--- config.mk ---
export PLATFORM = sky130hd
export DESIGN_NAME = ue0_device_flat
export DESIGN_NICKNAME = d
export VERILOG_FILES = /design/src/hdl/ue0_pkg.sv /design/src/hdl/ue0_link_if.sv /design/src/hdl/ue0_device.sv /design/src/flat_wrapper.sv
export VERILOG_INCLUDE_DIRS = /design/src /design/src/hdl
export SDC_FILE = /design/constraint.sdc
export NUM_CORES = 1
export LEC_CHECK = 0
export ABC_AREA = 0
export ABC_CLOCK_PERIOD_IN_PS = 4870
export BUFFER_PORTS_ARGS = -buffer_cell sky130_fd_sc_hd__buf_2
export CORE_UTILIZATION = 45
export CTS_CLUSTER_SIZE = 12
export DETAILED_ROUTE_END_ITERATION = 10
export GPL_TIMING_DRIVEN = 0
export PLACE_DENSITY = 0.83
export SKIP_CTS_REPAIR_TIMING = 1
export SLEW_MARGIN = 20
export SYNTH_ARGS = -nofsm -noshare
export SYNTH_HDL_FRONTEND = slang
export SYNTH_SLANG_ARGS = --single-unit
export TNS_END_PERCENT = 20
--- constraint.sdc ---
create_clock -name clk -period 4.87 [get_ports clk]
set_clock_uncertainty 0.1 [all_clocks]
set_input_delay 0.974 -clock clk [delete_from_list [all_inputs] [get_ports clk]]
set_output_delay 0.974 -clock clk [all_outputs]
set_load 0.1 [all_outputs]
--- src/hdl/ue0_cfg.svh ---
// Register map, field positions and reset values of the endpoint zero control block
`ifndef UE0_CFG_SVH
`define UE0_CFG_SVH

// Register indices; the byte address on the bus is four times the index
`define UE0_IDX_LOW 10'h102
`define UE0_IDX_HIGH 10'h103
`define UE0_IDX_CFG 10'h104
`define UE0_IDX_ISTAT 10'h105
`define UE0_IDX_IMASK 10'h106

// Low register, device layout
`define UE0_B_SETUP_END_CLEAR 7
`define UE0_B_RX_READY_CLEAR 6
`define UE0_B_SEND_STALL 5
`define UE0_B_SETUP_END_FLAG 4
`define UE0_B_LAST_DATA 3
`define UE0_B_STALLED 2
`define UE0_B_TX_READY 1
`define UE0_B_RX_READY 0

// High register; flush in both layouts, toggle bits in host layout only
`define UE0_B_TOGGLE_WE 2
`define UE0_B_TOGGLE 1
`define UE0_B_FLUSH 0

// Configuration register
`define UE0_B_HOST_MODE 0

// Interrupt status and mask layout
`define UE0_B_EV_EP0 0
`define UE0_B_EV_STALL 1
`define UE0_EV_WIDTH 2

`define UE0_RST_BYTE 8'h00
`define UE0_RST_EV 2'h0
`define UE0_RST_WORD 32'h0000_0000

`endif

--- src/hdl/ue0_pkg.sv ---
// Shared types of the endpoint zero control block
`default_nettype none
package ue0_pkg;
    typedef logic [7:0] ue0_byte_type;
    typedef logic [31:0] ue0_word_type;
    typedef logic [11:0] ue0_addr_type;
    typedef logic [1:0] ue0_event_type;
endpackage : ue0_pkg
`default_nettype wire

--- src/hdl/ue0_link_if.sv ---
// Link between the endpoint zero controller and the remote USB party
`timescale 1ns/100ps
`default_nettype none
interface ue0_link_if;
    // Controller to remote party
    logic tx_ready;
    logic stall_req;
    logic data_toggle;
    logic last_data;
    logic fifo_flush;
    // Remote party to controller, one-cycle pulses
    logic rx_pkt;
    logic tx_done;
    logic stall_sent;
    logic xfer_end;

    modport dev (
        output tx_ready, stall_req, data_toggle, last_data, fifo_flush,
        input rx_pkt, tx_done, stall_sent, xfer_end
    );
    modport far (
        input tx_ready, stall_req, data_toggle, last_data, fifo_flush,
        output rx_pkt, tx_done, stall_sent, xfer_end
    );
endinterface : ue0_link_if
`default_nettype wire

--- src/hdl/ue0_device.sv ---
// Endpoint zero control and status registers with APB access and link to the remote party
//
// The APB interface to the registers is this design's own decision.
`timescale 1ns/100ps
`default_nettype none
`include "ue0_cfg.svh"
module ue0_device (
    input wire logic clk,                    // System clock, 200 MHz
    input wire logic rstn,                   // Asynchronous reset, active low
    input wire logic psel,                   // APB select
    input wire logic penable,                // APB access phase
    input wire logic pwrite,                 // APB direction, high for write
    input wire ue0_pkg::ue0_addr_type paddr, // APB byte address
    input wire ue0_pkg::ue0_word_type pwdata, // APB write data
    output ue0_pkg::ue0_word_type prdata,    // APB read data
    output logic pready,                     // APB ready
    output logic pslverr,                    // APB error on unmapped address
    output logic irq,                        // Level interrupt
    ue0_link_if.dev link                     // Link to the remote party
);
    // ========================================================
    // Address decode
    function automatic logic reg_hit(input ue0_pkg::ue0_addr_type addr, input logic [9:0] idx);
        reg_hit = (addr == {idx, 2'b00});
    endfunction : reg_hit

    logic host_mode;
    logic setup_end_flag;
    logic rx_packet_ready;
    logic send_stall;
    logic stalled;
    logic last_data_marker;
    logic toggle_write_enable;
    logic flush_busy;
    ue0_pkg::ue0_event_type int_status;
    ue0_pkg::ue0_event_type int_mask;
    ue0_pkg::ue0_event_type events;
    ue0_pkg::ue0_byte_type rd_byte;
    logic setup_cycle;
    logic access;
    logic wr;
    logic rd;
    logic wr_low;
    logic wr_high;
    logic wr_cfg;
    logic wr_mask;
    logic rd_status;
    logic mapped;
    logic early_end;

    assign setup_cycle = psel & ~penable & ~pready;
    assign access = psel & penable & pready;
    assign wr = access & pwrite;
    assign rd = access & ~pwrite;
    assign wr_low = wr & reg_hit(paddr, `UE0_IDX_LOW);
    assign wr_high = wr & reg_hit(paddr, `UE0_IDX_HIGH);
    assign wr_cfg = wr & reg_hit(paddr, `UE0_IDX_CFG);
    assign wr_mask = wr & reg_hit(paddr, `UE0_IDX_IMASK);
    assign rd_status = rd & reg_hit(paddr, `UE0_IDX_ISTAT);
    assign mapped = reg_hit(paddr, `UE0_IDX_LOW) | reg_hit(paddr, `UE0_IDX_HIGH)
        | reg_hit(paddr, `UE0_IDX_CFG) | reg_hit(paddr, `UE0_IDX_ISTAT)
        | reg_hit(paddr, `UE0_IDX_IMASK);
    // Transfer ended while the last data was not yet marked
    assign early_end = link.xfer_end & ~last_data_marker;

    // ========================================================
    // Read data; command bits show only a pending command
    always_comb begin
        rd_byte = `UE0_RST_BYTE;
        if (reg_hit(paddr, `UE0_IDX_LOW)) begin
            rd_byte[`UE0_B_SEND_STALL] = send_stall;
            rd_byte[`UE0_B_SETUP_END_FLAG] = setup_end_flag;
            rd_byte[`UE0_B_LAST_DATA] = last_data_marker;
            rd_byte[`UE0_B_STALLED] = stalled;
            rd_byte[`UE0_B_TX_READY] = link.tx_ready;
            rd_byte[`UE0_B_RX_READY] = rx_packet_ready;
        end else if (reg_hit(paddr, `UE0_IDX_HIGH)) begin
            rd_byte[`UE0_B_FLUSH] = flush_busy;
            if (host_mode) begin
                rd_byte[`UE0_B_TOGGLE_WE] = toggle_write_enable;
                rd_byte[`UE0_B_TOGGLE] = link.data_toggle;
            end
        end else if (reg_hit(paddr, `UE0_IDX_CFG)) begin
            rd_byte[`UE0_B_HOST_MODE] = host_mode;
        end else if (reg_hit(paddr, `UE0_IDX_ISTAT)) begin
            rd_byte[`UE0_EV_WIDTH-1:0] = int_status;
        end else if (reg_hit(paddr, `UE0_IDX_IMASK)) begin
            rd_byte[`UE0_EV_WIDTH-1:0] = int_mask;
        end
    end

    // ========================================================
    // APB slave: one setup cycle, then an access phase with no wait state
    always_ff @(posedge clk or negedge rstn) begin
        if (!rstn) begin
            pready <= 1'b0;
            pslverr <= 1'b0;
            prdata <= `UE0_RST_WORD;
        end else begin
            pready <= setup_cycle;
            if (setup_cycle) begin
                pslverr <= ~mapped;
                prdata <= {24'h00_0000, rd_byte};
            end else begin
                pslverr <= 1'b0;
                prdata <= `UE0_RST_WORD;
            end
        end
    end

    // ========================================================
    // Configuration
    always_ff @(posedge clk or negedge rstn) begin
        if (!rstn) begin
            host_mode <= 1'b0;
        end else if (wr_cfg) begin
            host_mode <= pwdata[`UE0_B_HOST_MODE];
        end
    end

    // ========================================================
    // Receive side; a packet arriving with the clear keeps the flag set
    always_ff @(posedge clk or negedge rstn) begin
        if (!rstn) begin
            rx_packet_ready <= 1'b0;
        end else if (link.rx_pkt) begin
            rx_packet_ready <= 1'b1;
        end else if ((wr_low && pwdata[`UE0_B_RX_READY_CLEAR]) || flush_busy) begin
            rx_packet_ready <= 1'b0;
        end
    end

    // ========================================================
    // Transmit side; a software set wins over a completion in the same cycle
    always_ff @(posedge clk or negedge rstn) begin
        if (!rstn) begin
            link.tx_ready <= 1'b0;
        end else if (wr_low && pwdata[`UE0_B_TX_READY]) begin
            link.tx_ready <= 1'b1;
        end else if (link.tx_done || flush_busy) begin
            link.tx_ready <= 1'b0;
        end
    end

    // ========================================================
    // Last data marker, cleared when the transfer ends or is stalled
    always_ff @(posedge clk or negedge rstn) begin
        if (!rstn) begin
            last_data_marker <= 1'b0;
        end else if (wr_low && pwdata[`UE0_B_LAST_DATA]) begin
            last_data_marker <= 1'b1;
        end else if (link.xfer_end || link.stall_sent) begin
            last_data_marker <= 1'b0;
        end
    end

    always_ff @(posedge clk or negedge rstn) begin
        if (!rstn) begin
            link.last_data <= 1'b0;
        end else begin
            link.last_data <= (wr_low && pwdata[`UE0_B_LAST_DATA])
                | (last_data_marker & ~link.xfer_end & ~link.stall_sent);
        end
    end

    // ========================================================
    // Setup end
    always_ff @(posedge clk or negedge rstn) begin
        if (!rstn) begin
            setup_end_flag <= 1'b0;
        end else if (early_end) begin
            setup_end_flag <= 1'b1;
        end else if (wr_low && pwdata[`UE0_B_SETUP_END_CLEAR]) begin
            setup_end_flag <= 1'b0;
        end
    end

    // ========================================================
    // Stall request and stalled status
    always_ff @(posedge clk or negedge rstn) begin
        if (!rstn) begin
            send_stall <= 1'b0;
        end else if (wr_low && pwdata[`UE0_B_SEND_STALL]) begin
            send_stall <= 1'b1;
        end else if (link.stall_sent) begin
            send_stall <= 1'b0;
        end
    end

    always_ff @(posedge clk or negedge rstn) begin
        if (!rstn) begin
            link.stall_req <= 1'b0;
        end else begin
            link.stall_req <= (wr_low && pwdata[`UE0_B_SEND_STALL])
                | (send_stall & ~link.stall_sent);
        end
    end

    // Writing zero clears; writing one leaves it, so a read-modify-write is safe
    always_ff @(posedge clk or negedge rstn) begin
        if (!rstn) begin
            stalled <= 1'b0;
        end else if (link.stall_sent) begin
            stalled <= 1'b1;
        end else if (wr_low && !pwdata[`UE0_B_STALLED]) begin
            stalled <= 1'b0;
        end
    end

    // ========================================================
    // Data toggle, host layout only
    always_ff @(posedge clk or negedge rstn) begin
        if (!rstn) begin
            toggle_write_enable <= 1'b0;
        end else if (wr_high && host_mode && pwdata[`UE0_B_TOGGLE_WE]) begin
            toggle_write_enable <= 1'b1;
        end else if (wr_high && host_mode && toggle_write_enable) begin
            toggle_write_enable <= 1'b0;
        end
    end

    // Each cycle with a completed packet (rx_pkt or tx_done, or both) flips the toggle once unless software overrides it
    always_ff @(posedge clk or negedge rstn) begin
        if (!rstn) begin
            link.data_toggle <= 1'b0;
        end else if (wr_high && host_mode && toggle_write_enable) begin
            link.data_toggle <= pwdata[`UE0_B_TOGGLE];
        end else if (link.tx_done || link.rx_pkt) begin
            link.data_toggle <= ~link.data_toggle;
        end
    end

    // ========================================================
    // Flush: one cycle busy, which resets the FIFO pointer and ready bits
    always_ff @(posedge clk or negedge rstn) begin
        if (!rstn) begin
            flush_busy <= 1'b0;
            link.fifo_flush <= 1'b0;
        end else begin
            flush_busy <= wr_high & pwdata[`UE0_B_FLUSH];
            link.fifo_flush <= wr_high & pwdata[`UE0_B_FLUSH];
        end
    end

    // ========================================================
    // Interrupts: sticky status, cleared by reading it; new events win
    always_comb begin
        events = `UE0_RST_EV;
        events[`UE0_B_EV_EP0] = link.rx_pkt | link.tx_done | early_end;
        events[`UE0_B_EV_STALL] = link.stall_sent;
    end

    always_ff @(posedge clk or negedge rstn) begin
        if (!rstn) begin
            int_status <= `UE0_RST_EV;
        end else if (rd_status) begin
            int_status <= events;
        end else begin
            int_status <= int_status | events;
        end
    end

    always_ff @(posedge clk or negedge rstn) begin
        if (!rstn) begin
            int_mask <= `UE0_RST_EV;
        end else if (wr_mask) begin
            int_mask <= pwdata[`UE0_EV_WIDTH-1:0];
        end
    end

    always_ff @(posedge clk or negedge rstn) begin
        if (!rstn) begin
            irq <= 1'b0;
        end else begin
            irq <= |(int_status & int_mask);
        end
    end
endmodule : ue0_device
`default_nettype wire

--- src/flat_wrapper.sv ---
// flat-port wrapper written by rule: the top's interface ports become plain ports
module ue0_device_flat 
  (clk, rstn, psel, penable, pwrite, paddr, pwdata, prdata, pready, pslverr, irq, link_tx_ready, link_stall_req, link_data_toggle, link_last_data, link_fifo_flush, link_rx_pkt, link_tx_done, link_stall_sent, link_xfer_end);
  ue0_link_if link_i ();
  input wire logic clk;
  input wire logic rstn;
  input wire logic psel;
  input wire logic penable;
  input wire logic pwrite;
  input wire ue0_pkg::ue0_addr_type paddr;
  input wire ue0_pkg::ue0_word_type pwdata;
  output ue0_pkg::ue0_word_type prdata;
  output logic pready;
  output logic pslverr;
  output logic irq;
  output wire logic [$bits(link_i.tx_ready)-1:0] link_tx_ready;
  output wire logic [$bits(link_i.stall_req)-1:0] link_stall_req;
  output wire logic [$bits(link_i.data_toggle)-1:0] link_data_toggle;
  output wire logic [$bits(link_i.last_data)-1:0] link_last_data;
  output wire logic [$bits(link_i.fifo_flush)-1:0] link_fifo_flush;
  input wire logic [$bits(link_i.rx_pkt)-1:0] link_rx_pkt;
  input wire logic [$bits(link_i.tx_done)-1:0] link_tx_done;
  input wire logic [$bits(link_i.stall_sent)-1:0] link_stall_sent;
  input wire logic [$bits(link_i.xfer_end)-1:0] link_xfer_end;
  assign link_tx_ready = link_i.tx_ready;
  assign link_stall_req = link_i.stall_req;
  assign link_data_toggle = link_i.data_toggle;
  assign link_last_data = link_i.last_data;
  assign link_fifo_flush = link_i.fifo_flush;
  assign link_i.rx_pkt = link_rx_pkt;
  assign link_i.tx_done = link_tx_done;
  assign link_i.stall_sent = link_stall_sent;
  assign link_i.xfer_end = link_xfer_end;
  ue0_device u_core (.clk(clk), .rstn(rstn), .psel(psel), .penable(penable), .pwrite(pwrite), .paddr(paddr), .pwdata(pwdata), .prdata(prdata), .pready(pready), .pslverr(pslverr), .irq(irq), .link(link_i));
endmodule
==> Word-level counts from Yosys, hierarchy flattened <==
Index checks and enable logic that the tools add are counted.
{ "word_totals": {"input_bits": 53, "register_bits": 25, "romBits": 0, "mem_bits_rw": 0, "latchBits": 0, "elab_cells": 108, "out_inout_bits": 40, "mem_count": 0} }
{ "classes": {"n_bitwise": 34, "n_reduce_logical": 23, "n_div": 0, "shift": 0, "mux": 28, "eq_ne": 5, "addsub": 0, "mul": 0, "n_lt_le_gt_ge": 0} }
{ "ops": {"columns": ["op", "count"], "rows": [
  ["12-bit by 11-bit equality test with 1-bit output (second input constant)", 5],
  ["1-bit two-way mux", 20],
  ["1-bit AND", 16],
  ["2-bit nonzero test", 8],
  ["2-bit two-way mux", 5],
  ["1-bit logical AND", 9],
  ["1-bit NOT", 8],
  ["1-bit bitwise OR", 8],
  ["3-bit two-way mux", 2],
  ["6-bit two-way mux", 1],
  ["1-bit logical OR", 4],
  ["2-bit AND", 1],
  ["2-bit bitwise OR", 1],
  ["2-bit OR reduction", 1],
  ["1-bit zero test", 1]
]} }

==> Depth between registers and ports, before layout <==
Gate-level depths: netlist of the first run.
{ "logic_depth": {"word_depth": 8, "ltp_mapped": 5, "mapped_depth_nobuf": 4} }

==> Worst setup path after synthesis of the first run <==
OpenSTA, ideal clock, no wires.
{ "synth_path": {"path_type": "register to register", "start": "register u_core.pready", "end": "register u_core.int_mask[0]", "setup_ps": 125, "synth_period_minus_slack_ps": 2437, "t_required_ps": 4645, "arrival_ps": 2212, "path_stages_with_launch": 6, "slack_ps": 2433, "cell_sequence": "dfrtp_1 -> nand4_2 -> or2_1 -> buf_6 -> or3_4 -> mux2_4"} }
{ "synth_via": {"elab_chain_len": 3} }
{ "synth_rtl": {"columns": ["element", "line", "text"], "rows": [
  ["start: declaration", "ue0_device.sv:16", "output logic pready,"],
  ["start signal: assignment", "ue0_device.sv:100", "pready <= setup_cycle;"],
  ["1-bit AND", "ue0_device.sv:52", "assign access = psel & penable & pready;"],
  ["1-bit AND", "ue0_device.sv:53", "assign wr = access & pwrite;"],
  ["1-bit AND", "ue0_device.sv:58", "assign wr_mask = wr & reg_hit(paddr, `UE0_IDX_IMASK);"],
  ["end signal: assignment", "ue0_device.sv:265", "int_mask <= `UE0_RST_EV;"],
  ["end signal: assignment", "ue0_device.sv:267", "int_mask <= pwdata[`UE0_EV_WIDTH-1:0];"],
  ["end: declaration", "ue0_device.sv:36", "ue0_pkg::ue0_event_type int_mask;"]
]} }
No other way between the ends.
A chain may end at the register's enable or synchronous reset.

==> Worst setup path after layout of the first run <==
{ "layout_path": {"start": "input paddr[1]", "end": "register u_core.link.data_toggle"} }
{ "layout_via": {"elab_chain_len": 5, "word_cells_on_any_way": 6, "cone_classes": "eq/ne: 1; mux: 1; bitwise: 1; reduce/logical: 3"} }
{ "layout_rtl": {"columns": ["element", "line", "text"], "rows": [
  ["start: declaration", "flat_wrapper.sv:10", "input wire ue0_pkg::ue0_addr_type paddr;"],
  ["12-bit by 11-bit equality test with 1-bit output (*)", "ue0_device.sv:24", "reg_hit = (addr == {idx, 2'b00});"],
  ["1-bit AND (*)", "ue0_device.sv:56", "assign wr_high = wr & reg_hit(paddr, `UE0_IDX_HIGH);"],
  ["1-bit logical AND (*) (2 in series)", "ue0_device.sv:226", "end else if (wr_high && host_mode && toggle_write_enable) begin"],
  ["1-bit two-way mux or 2-bit nonzero test (tied branches)", null, null],
  ["end signal: assignment", "ue0_device.sv:227", "link.data_toggle <= pwdata[`UE0_B_TOGGLE];"],
  ["end signal: assignment", "ue0_device.sv:229", "link.data_toggle <= ~link.data_toggle;"],
  ["end: declaration", "ue0_link_if.sv:18", "output tx_ready, stall_req, data_toggle, last_data, fifo_flush,"]
]} }
Mark *: on every way between the ends. The rest lies on a longest branch, timed or not.

==> results of run 1 <==
-- per-layer routing --
metal,wire [um],vias up,track usage
li1,-,573,-
met4,38,0,0.0612
met3,196,4,0.0246
met2,1310,55,0.305
met1,1060,508,0.214
met5,0,-,0
-- critical path, cell delays in order --
cell and delay, ns:
buf_2 0.10, nor3_1 0.47, nand4_1 0.36, nor3_1 0.26, mux2_2 0.36
-- registers in the layout (all words and copies together) (netlist names) --
signal,cells
u_core.setup_end_flag,1
u_core.last_data_marker,1
u_core.pslverr,1
u_core.toggle_write_enable,1
u_core.link.last_data,1
u_core.send_stall,1
u_core.link.tx_ready,1
u_core.link.data_toggle,1
u_core.host_mode,1
u_core.irq,1
u_core.stalled,1
u_core.prdata,6
u_core.link.stall_req,1
u_core.int_mask,2
u_core.pready,1
u_core.int_status,2
u_core.rx_packet_ready,1
u_core.link.fifo_flush,1
-- path summary, 6_finish.rpt --
kind                       cells after the start  slack (ns)                         startpoint                                   to
min reg2reg                                    1        0.40  u_core.setup_end_flag$_DFFE_PN0P_           u_core.prdata[4]$_DFF_PN0_
max reg2reg                                    5        3.08            u_core.pready$_DFF_PN0_       u_core.int_mask[1]$_DFFE_PN0P_
max in group asynchronous                      1        3.80                               rstn  u_core.last_data_marker$_DFFE_PN0P_
min                                            1        0.40  u_core.setup_end_flag$_DFFE_PN0P_           u_core.prdata[4]$_DFF_PN0_
min in group asynchronous                      1        0.51                               rstn             u_core.pslverr$_DFF_PN0_
max                                            5        2.45                           paddr[1]  u_core.link.data_toggle$_DFFE_PN0P_
-- synth_stat cells, drive strengths merged, types with 2 or more instances --
master / n
mux2: 6
nor3b: 3
buf: 27
nor2b: 3
o21ai: 4
dfrtp: 25
clkbuf: 3
nor3: 8
nand3: 6
nand4: 4
nand2: 6
a211oi: 2
nand2b: 3
nor2: 5
a22o: 6
and2: 3
a21oi: 4
inv: 6
o31ai: 2
nor4: 4
-- power groups by stage --
stage | Combinational, W | Clock [W] | Sequential (W)
finish | 0.000192 | 0.0000893 | 0.000218
global route | 0.000200 | 0.000101 | 0.000218
CTS | 0.000192 | 0.0000909 | 0.000218
detailed placement | 0.000191 | 0 | 0.000222
global placement | 0.000190 | 0 | 0.000222
floorplan | 0.000125 | 0 | 0.000259
-- cell type report --
type	count	share of cell area
Clock inverter	1	0.00283
Timing Repair Buffer	40	0.113
Inverter	6	0.0127
Clock buffer	3	0.0127
Sequential cell	25	0.354
Tap cell	31	0.0219
Buffer	30	0.129
Multi-Input combinational cell	103	0.354
-- through the flow --
stage / setup WS, ns / hold slack, ns / std cells / total power, W
after floorplan: 2.43 / 0.354 / 164 / 0.000384
after global routing: 2.34 / 0.434 / 239 / 0.000519
after detailed placement: 2.14 / 0.379 / 235 / 0.000413
after CTS: 2.47 / 0.408 / 239 / 0.000500
after global placement: 2.20 / 0.375 / 235 / 0.000412
final: 2.45 / 0.404 / 239 / 0.000499
-- cells by family after synthesis --
group / synth area share
flip-flops: 0.444
buffers and inverters: 0.178
other: 0.00266
AND/OR/NAND/NOR: 0.198
multiplexers: 0.0533
XOR/XNOR: 0.00622
AO/OA/AOI/OAI: 0.117
==> run summary, run 1 <==
Total Wirelength - 2.61 mm
Power Density - 282 nW/um^2
crit path max fanout - 6
crit path time final - 2.42 ns
Reg clk slew, reported paths - 0.12 ns
power share of the clock group - 0.179
Syn Area/Cell - 10.1 um^2
status - finished, violations left
Critical Path AT - 2.53 ns
sequential share of the synthesized area - 0.444
Required @ worst endpoint - 4.98 ns
Final Instance Area - 1770 um^2
Leak - 0.925 nW
vias in the first global route - 1058
post-synthesis register bit count - 25
setup TNS - 0 ns
# nets final - 262
H-tree depth - 1
largest net degree at the start of global routing - 26
RSZ-0062 raised after global routing - false
Multi-input gate area - 626 um^2
critical path capture point type - register
area growth from synthesis to layout - 25.6%
Core Footprint - 2850 um^2
DPL Wire Length - 2.14 mm
Slew @ Worst Pin - 0.538 ns
worst min path class - register to register
die area - 3360 um^2
CTS max path bufs - 2
first-pass iteration count of the detailed router - 7
final period utilization - 0.497
final setup fails - 0
Initial Utilization - 0.493
Netlist cell types - 34
global routing usage summed across all routing layers - 0.173
Final Hold Vio Count - 0
CTS tree - built
Net Sw Power - 0.000217 W
FP Rows - 19
worst relative slew slack - 0.639
Warnings, synthesis - 0
Slew Viols, Final - 0
initial antenna violation count - 0
top-area cell type share of the netlist area - 0.444
Logic pwr share - 0.385
Post-route DRC - 4
crit start category - input port
Switching Share - 0.435
post-layout util - 0.620
Reg power frac - 0.436
first-pass GRT wire length - 4.53 mm
cts bufs inserted - 3
leading cell type in the layout, fill and taps excluded - buf_2
most area-consuming cells after synthesis - dfrtp_1 (44%), buf_4 (14%), a22o_1 (3.7%), mux2_2 (3.2%), nor3_1 (2.8%)
I/O pins - 93
most frequent cells in the layout - buf_2 (40), buf_4 (26), conb_1 (26)
Fillers - 249
routed length per instance - 10.9 um
cells after synthesis - 139
n_diodes - 0
die height - 57.9 um
MaxCap Viol Count - 0
share of layout cells above drive strength 1 - 0.389
Storage cell area - 626 um^2
VDD IR max - 0.209 mV
Synth Flop Type - dfrtp_1
crit path kind - input port to register
Vias - 1140
total gr overflow - 0
EDFF count, synth - 0
clock sink count - 25
DRT iter0 DRCs - 28
post-place instance area - 1740 um^2
Int Power - 0.000282 W
Post-synth ARST share - 1.00
via/cell ratio - 4.77
Die X - 57.9 um
GP Congestion - 0.839
Mapped Area - 1410 um^2
Synth area leader - dfrtp_1
fmax - 413 MHz
DRT antenna net count - 0
Worst-Skew Late Latency - 0.31 ns
failing checks - DRC
input/output buffers - 40
clk root buf - clkbuf_4
Note: power is estimated with default switching activity, not from simulation.
==> run 2, diff against run 1 <==
- ABC_AREA: 0 -> 1
- ABC_CLOCK_PERIOD_IN_PS: 4870 -> 2200
- CORE_UTILIZATION: 45 -> 38
- PLACE_DENSITY: 0.83 -> 0.73
- clock period: 4.87 -> 2.2 ns (I/O delays scaled with it)
==> run 2 against run 1 <==
Effect of this change: the flow now finishes without violations; cell count up 29%; global-route usage down 2.8 points; total power up 130%; core utilization down 11 points; setup slack worse by 1.9 ns; synthesized cell count up 37%; synthesized area up 5.1%; wire length up 7.3%; largest power group unchanged.
==> run summary, run 2 <==
status - finished, final reports clean
slowest cell delay on critical path - 0.45 ns
Core Footprint - 3690 um^2
worst path buffer plus inverter count - 1
I/O pins - 93
DRT antenna net count - 0
Vias - 1311
pre-CTS setup slack - 0.517 ns
cells after synthesis - 190
share of layout cells above drive strength 1 - 0.327
Mapped Area - 1480 um^2
EDFF count, synth - 0
crit path kind - register to primary output
Slew @ Worst Pin - 0.537 ns
post-synthesis register bit count - 25
most area-consuming cells after synthesis - dfrtp_1 (42%), buf_4 (13%), nand2_1 (11%), inv_1 (6.3%), nor2_1 (5.6%)
r2r worst-path depth - 3
Reg power frac - 0.415
area growth from synthesis to layout - 27.3%
total gr overflow - 0
Final Instance Area - 1880 um^2
Syn Area/Cell - 7.78 um^2
VDD IR max - 0.473 mV
power share of the clock group - 0.227
die area - 4150 um^2
Critical Path AT - 1.10 ns
Net Sw Power - 0.000484 W
RR Endpoint - u_core.prdata[0]$_DFF_PN0_
# nets final - 314
DRT iter0 DRCs - 47
via/cell ratio - 4.26
first-pass iteration count of the detailed router - 4
crit path max fanout - 3
max reg flops - 6
largest registers - u_core.prdata: 6 flops, u_core.int_mask: 2 flops, u_core.int_status: 2 flops
n_diodes - 0
CTS tree - built
CTS max path bufs - 2
Initial Utilization - 0.401
final period utilization - 0.747
clock sink count - 25
Post-synth ARST share - 1.00
most frequent cells in the layout - nand2_1 (42), buf_2 (41), buf_4 (26), conb_1 (26)
Warnings, synthesis - 0
leading cell type in the layout, fill and taps excluded - nand2_1
global routing usage summed across all routing layers - 0.144
Reg with most FFs - u_core.prdata
setup ws final - 0.558 ns
GP Congestion - 0.776
Fin Hold WS - 0.0496 ns
Required @ worst endpoint - 1.66 ns
non-filler cells, final - 308
RR Startpoint - u_core.pready$_DFF_PN0_
largest net degree at the start of global routing - 26
Total Wirelength - 2.80 mm
Int Power - 0.000676 W
Logic pwr share - 0.359
critical path's slowest cell - buf_2
post-place instance area - 1840 um^2
Power Density - 616 nW/um^2
H-tree depth - 1
crit path time final - 1.64 ns
r2r setup slk - 0.74 ns
Final Hold Vio Count - 0
crit start category - register
Post-route DRC - 0
vias in the first global route - 1121
first-pass GRT wire length - 4.71 mm
RSZ-0062 raised after global routing - false
Reg clk slew, reported paths - 0.08 ns
Slew Viols, Final - 0
clk root buf - clkbuf_8
input/output buffers - 41
Commonest cells post-synth - nand2_1 (42), buf_4 (26), dfrtp_1 (25), inv_1 (25), nor2_1 (22)
DPL Wire Length - 2.24 mm
most numerous cell in the Yosys netlist - nand2_1
final setup fails - 0
sequential share of the synthesized area - 0.423
MaxCap Viol Count - 0
Switching Share - 0.417
worst min path class - input port to asynchronous set/reset pin
worst relative slew slack - 0.642
Fillers - 359
Synth area leader - dfrtp_1
top-area cell type share of the netlist area - 0.423
cts bufs inserted - 3
Leak - 1.07 nW
Synth Flop Type - dfrtp_1
Worst-Skew Late Latency - 0.26 ns
initial antenna violation count - 0
Netlist cell types - 22
routed length per instance - 9.08 um
FP Rows - 22
die height - 64.4 um
Crit path max-delay family - buffers and inverters
critical path capture point type - primary output
crit path cell chain - buf_2
fmax - 609 MHz
setup TNS - 0 ns
Die X - 64.4 um
Cells after DPL - 304
==> run 2: routing by layer <==
| metal | up-vias | routed length (um) | global-route usage |
|---|---|---|---|
| li1 | 674 | - | - |
| met1 | 587 | 1290 | 0.201 |
| met2 | 50 | 1310 | 0.233 |
| met3 | 0 | 191 | 0.0214 |
| met4 | 0 | 0 | 0.0389 |
| met5 | - | 0 | 0 |
==> run 2: cell type report <==
class                           instances  area, um^2  area share
Multi-Input combinational cell        137         651       0.346
Sequential cell                        25         626       0.332
Timing Repair Buffer                   41         205       0.109
Buffer                                 26         195       0.104
Inverter                               27         101      0.0538
Tap cell                               48        60.1      0.0319
Clock buffer                            4        45.0      0.0239
==> run 2: cells by family after synthesis <==
group	count (synthesis)	synth area share
AND/OR/NAND/NOR	95	0.312
buffers and inverters	53	0.201
flip-flops	25	0.423
AO/OA/AOI/OAI	15	0.0558
XOR/XNOR	1	0.00592
other	1	0.00254
==> run 2: power by group through the flow <==
stage | Sequential (W) | Combinational [W] | Clock, W
after floorplan | 0.000574 | 0.000273 | 0
after global placement | 0.000492 | 0.000413 | 0
after detailed placement | 0.000491 | 0.000416 | 0
after CTS | 0.000481 | 0.000416 | 0.000268
after global routing | 0.000482 | 0.000436 | 0.000293
final | 0.000481 | 0.000416 | 0.000263
==> run 2: per-stage QoR <==
step,utilization,total power (W)
3_3_place_gp,0.498,0.000905
6_report,0.511,0.00116
3_5_place_dp,0.498,0.000906
2_1_floorplan,-,0.000847
4_1_cts,0.511,0.00117
5_1_grt,0.511,0.00121
==> run 2: how the worst max path moves through the flow <==
stage	start	to	slack [ns]	depth (start not counted)
floorplan	u_core.pready$_DFF_PN0_	u_core.stalled$_DFFE_PN0P_	0.24	5
global placement	paddr[0]	u_core.prdata[0]$_DFF_PN0_	0.53	9
detailed placement	paddr[0]	u_core.int_status[0]$_DFF_PN0_	0.52	7
CTS	u_core.pready$_DFF_PN0_	pready	0.55	1
global route	u_core.link.tx_ready$_DFFE_PN0P_	link_tx_ready	0.53	1
finish	u_core.link.data_toggle$_DFFE_PN0P_	link_data_toggle	0.56	1
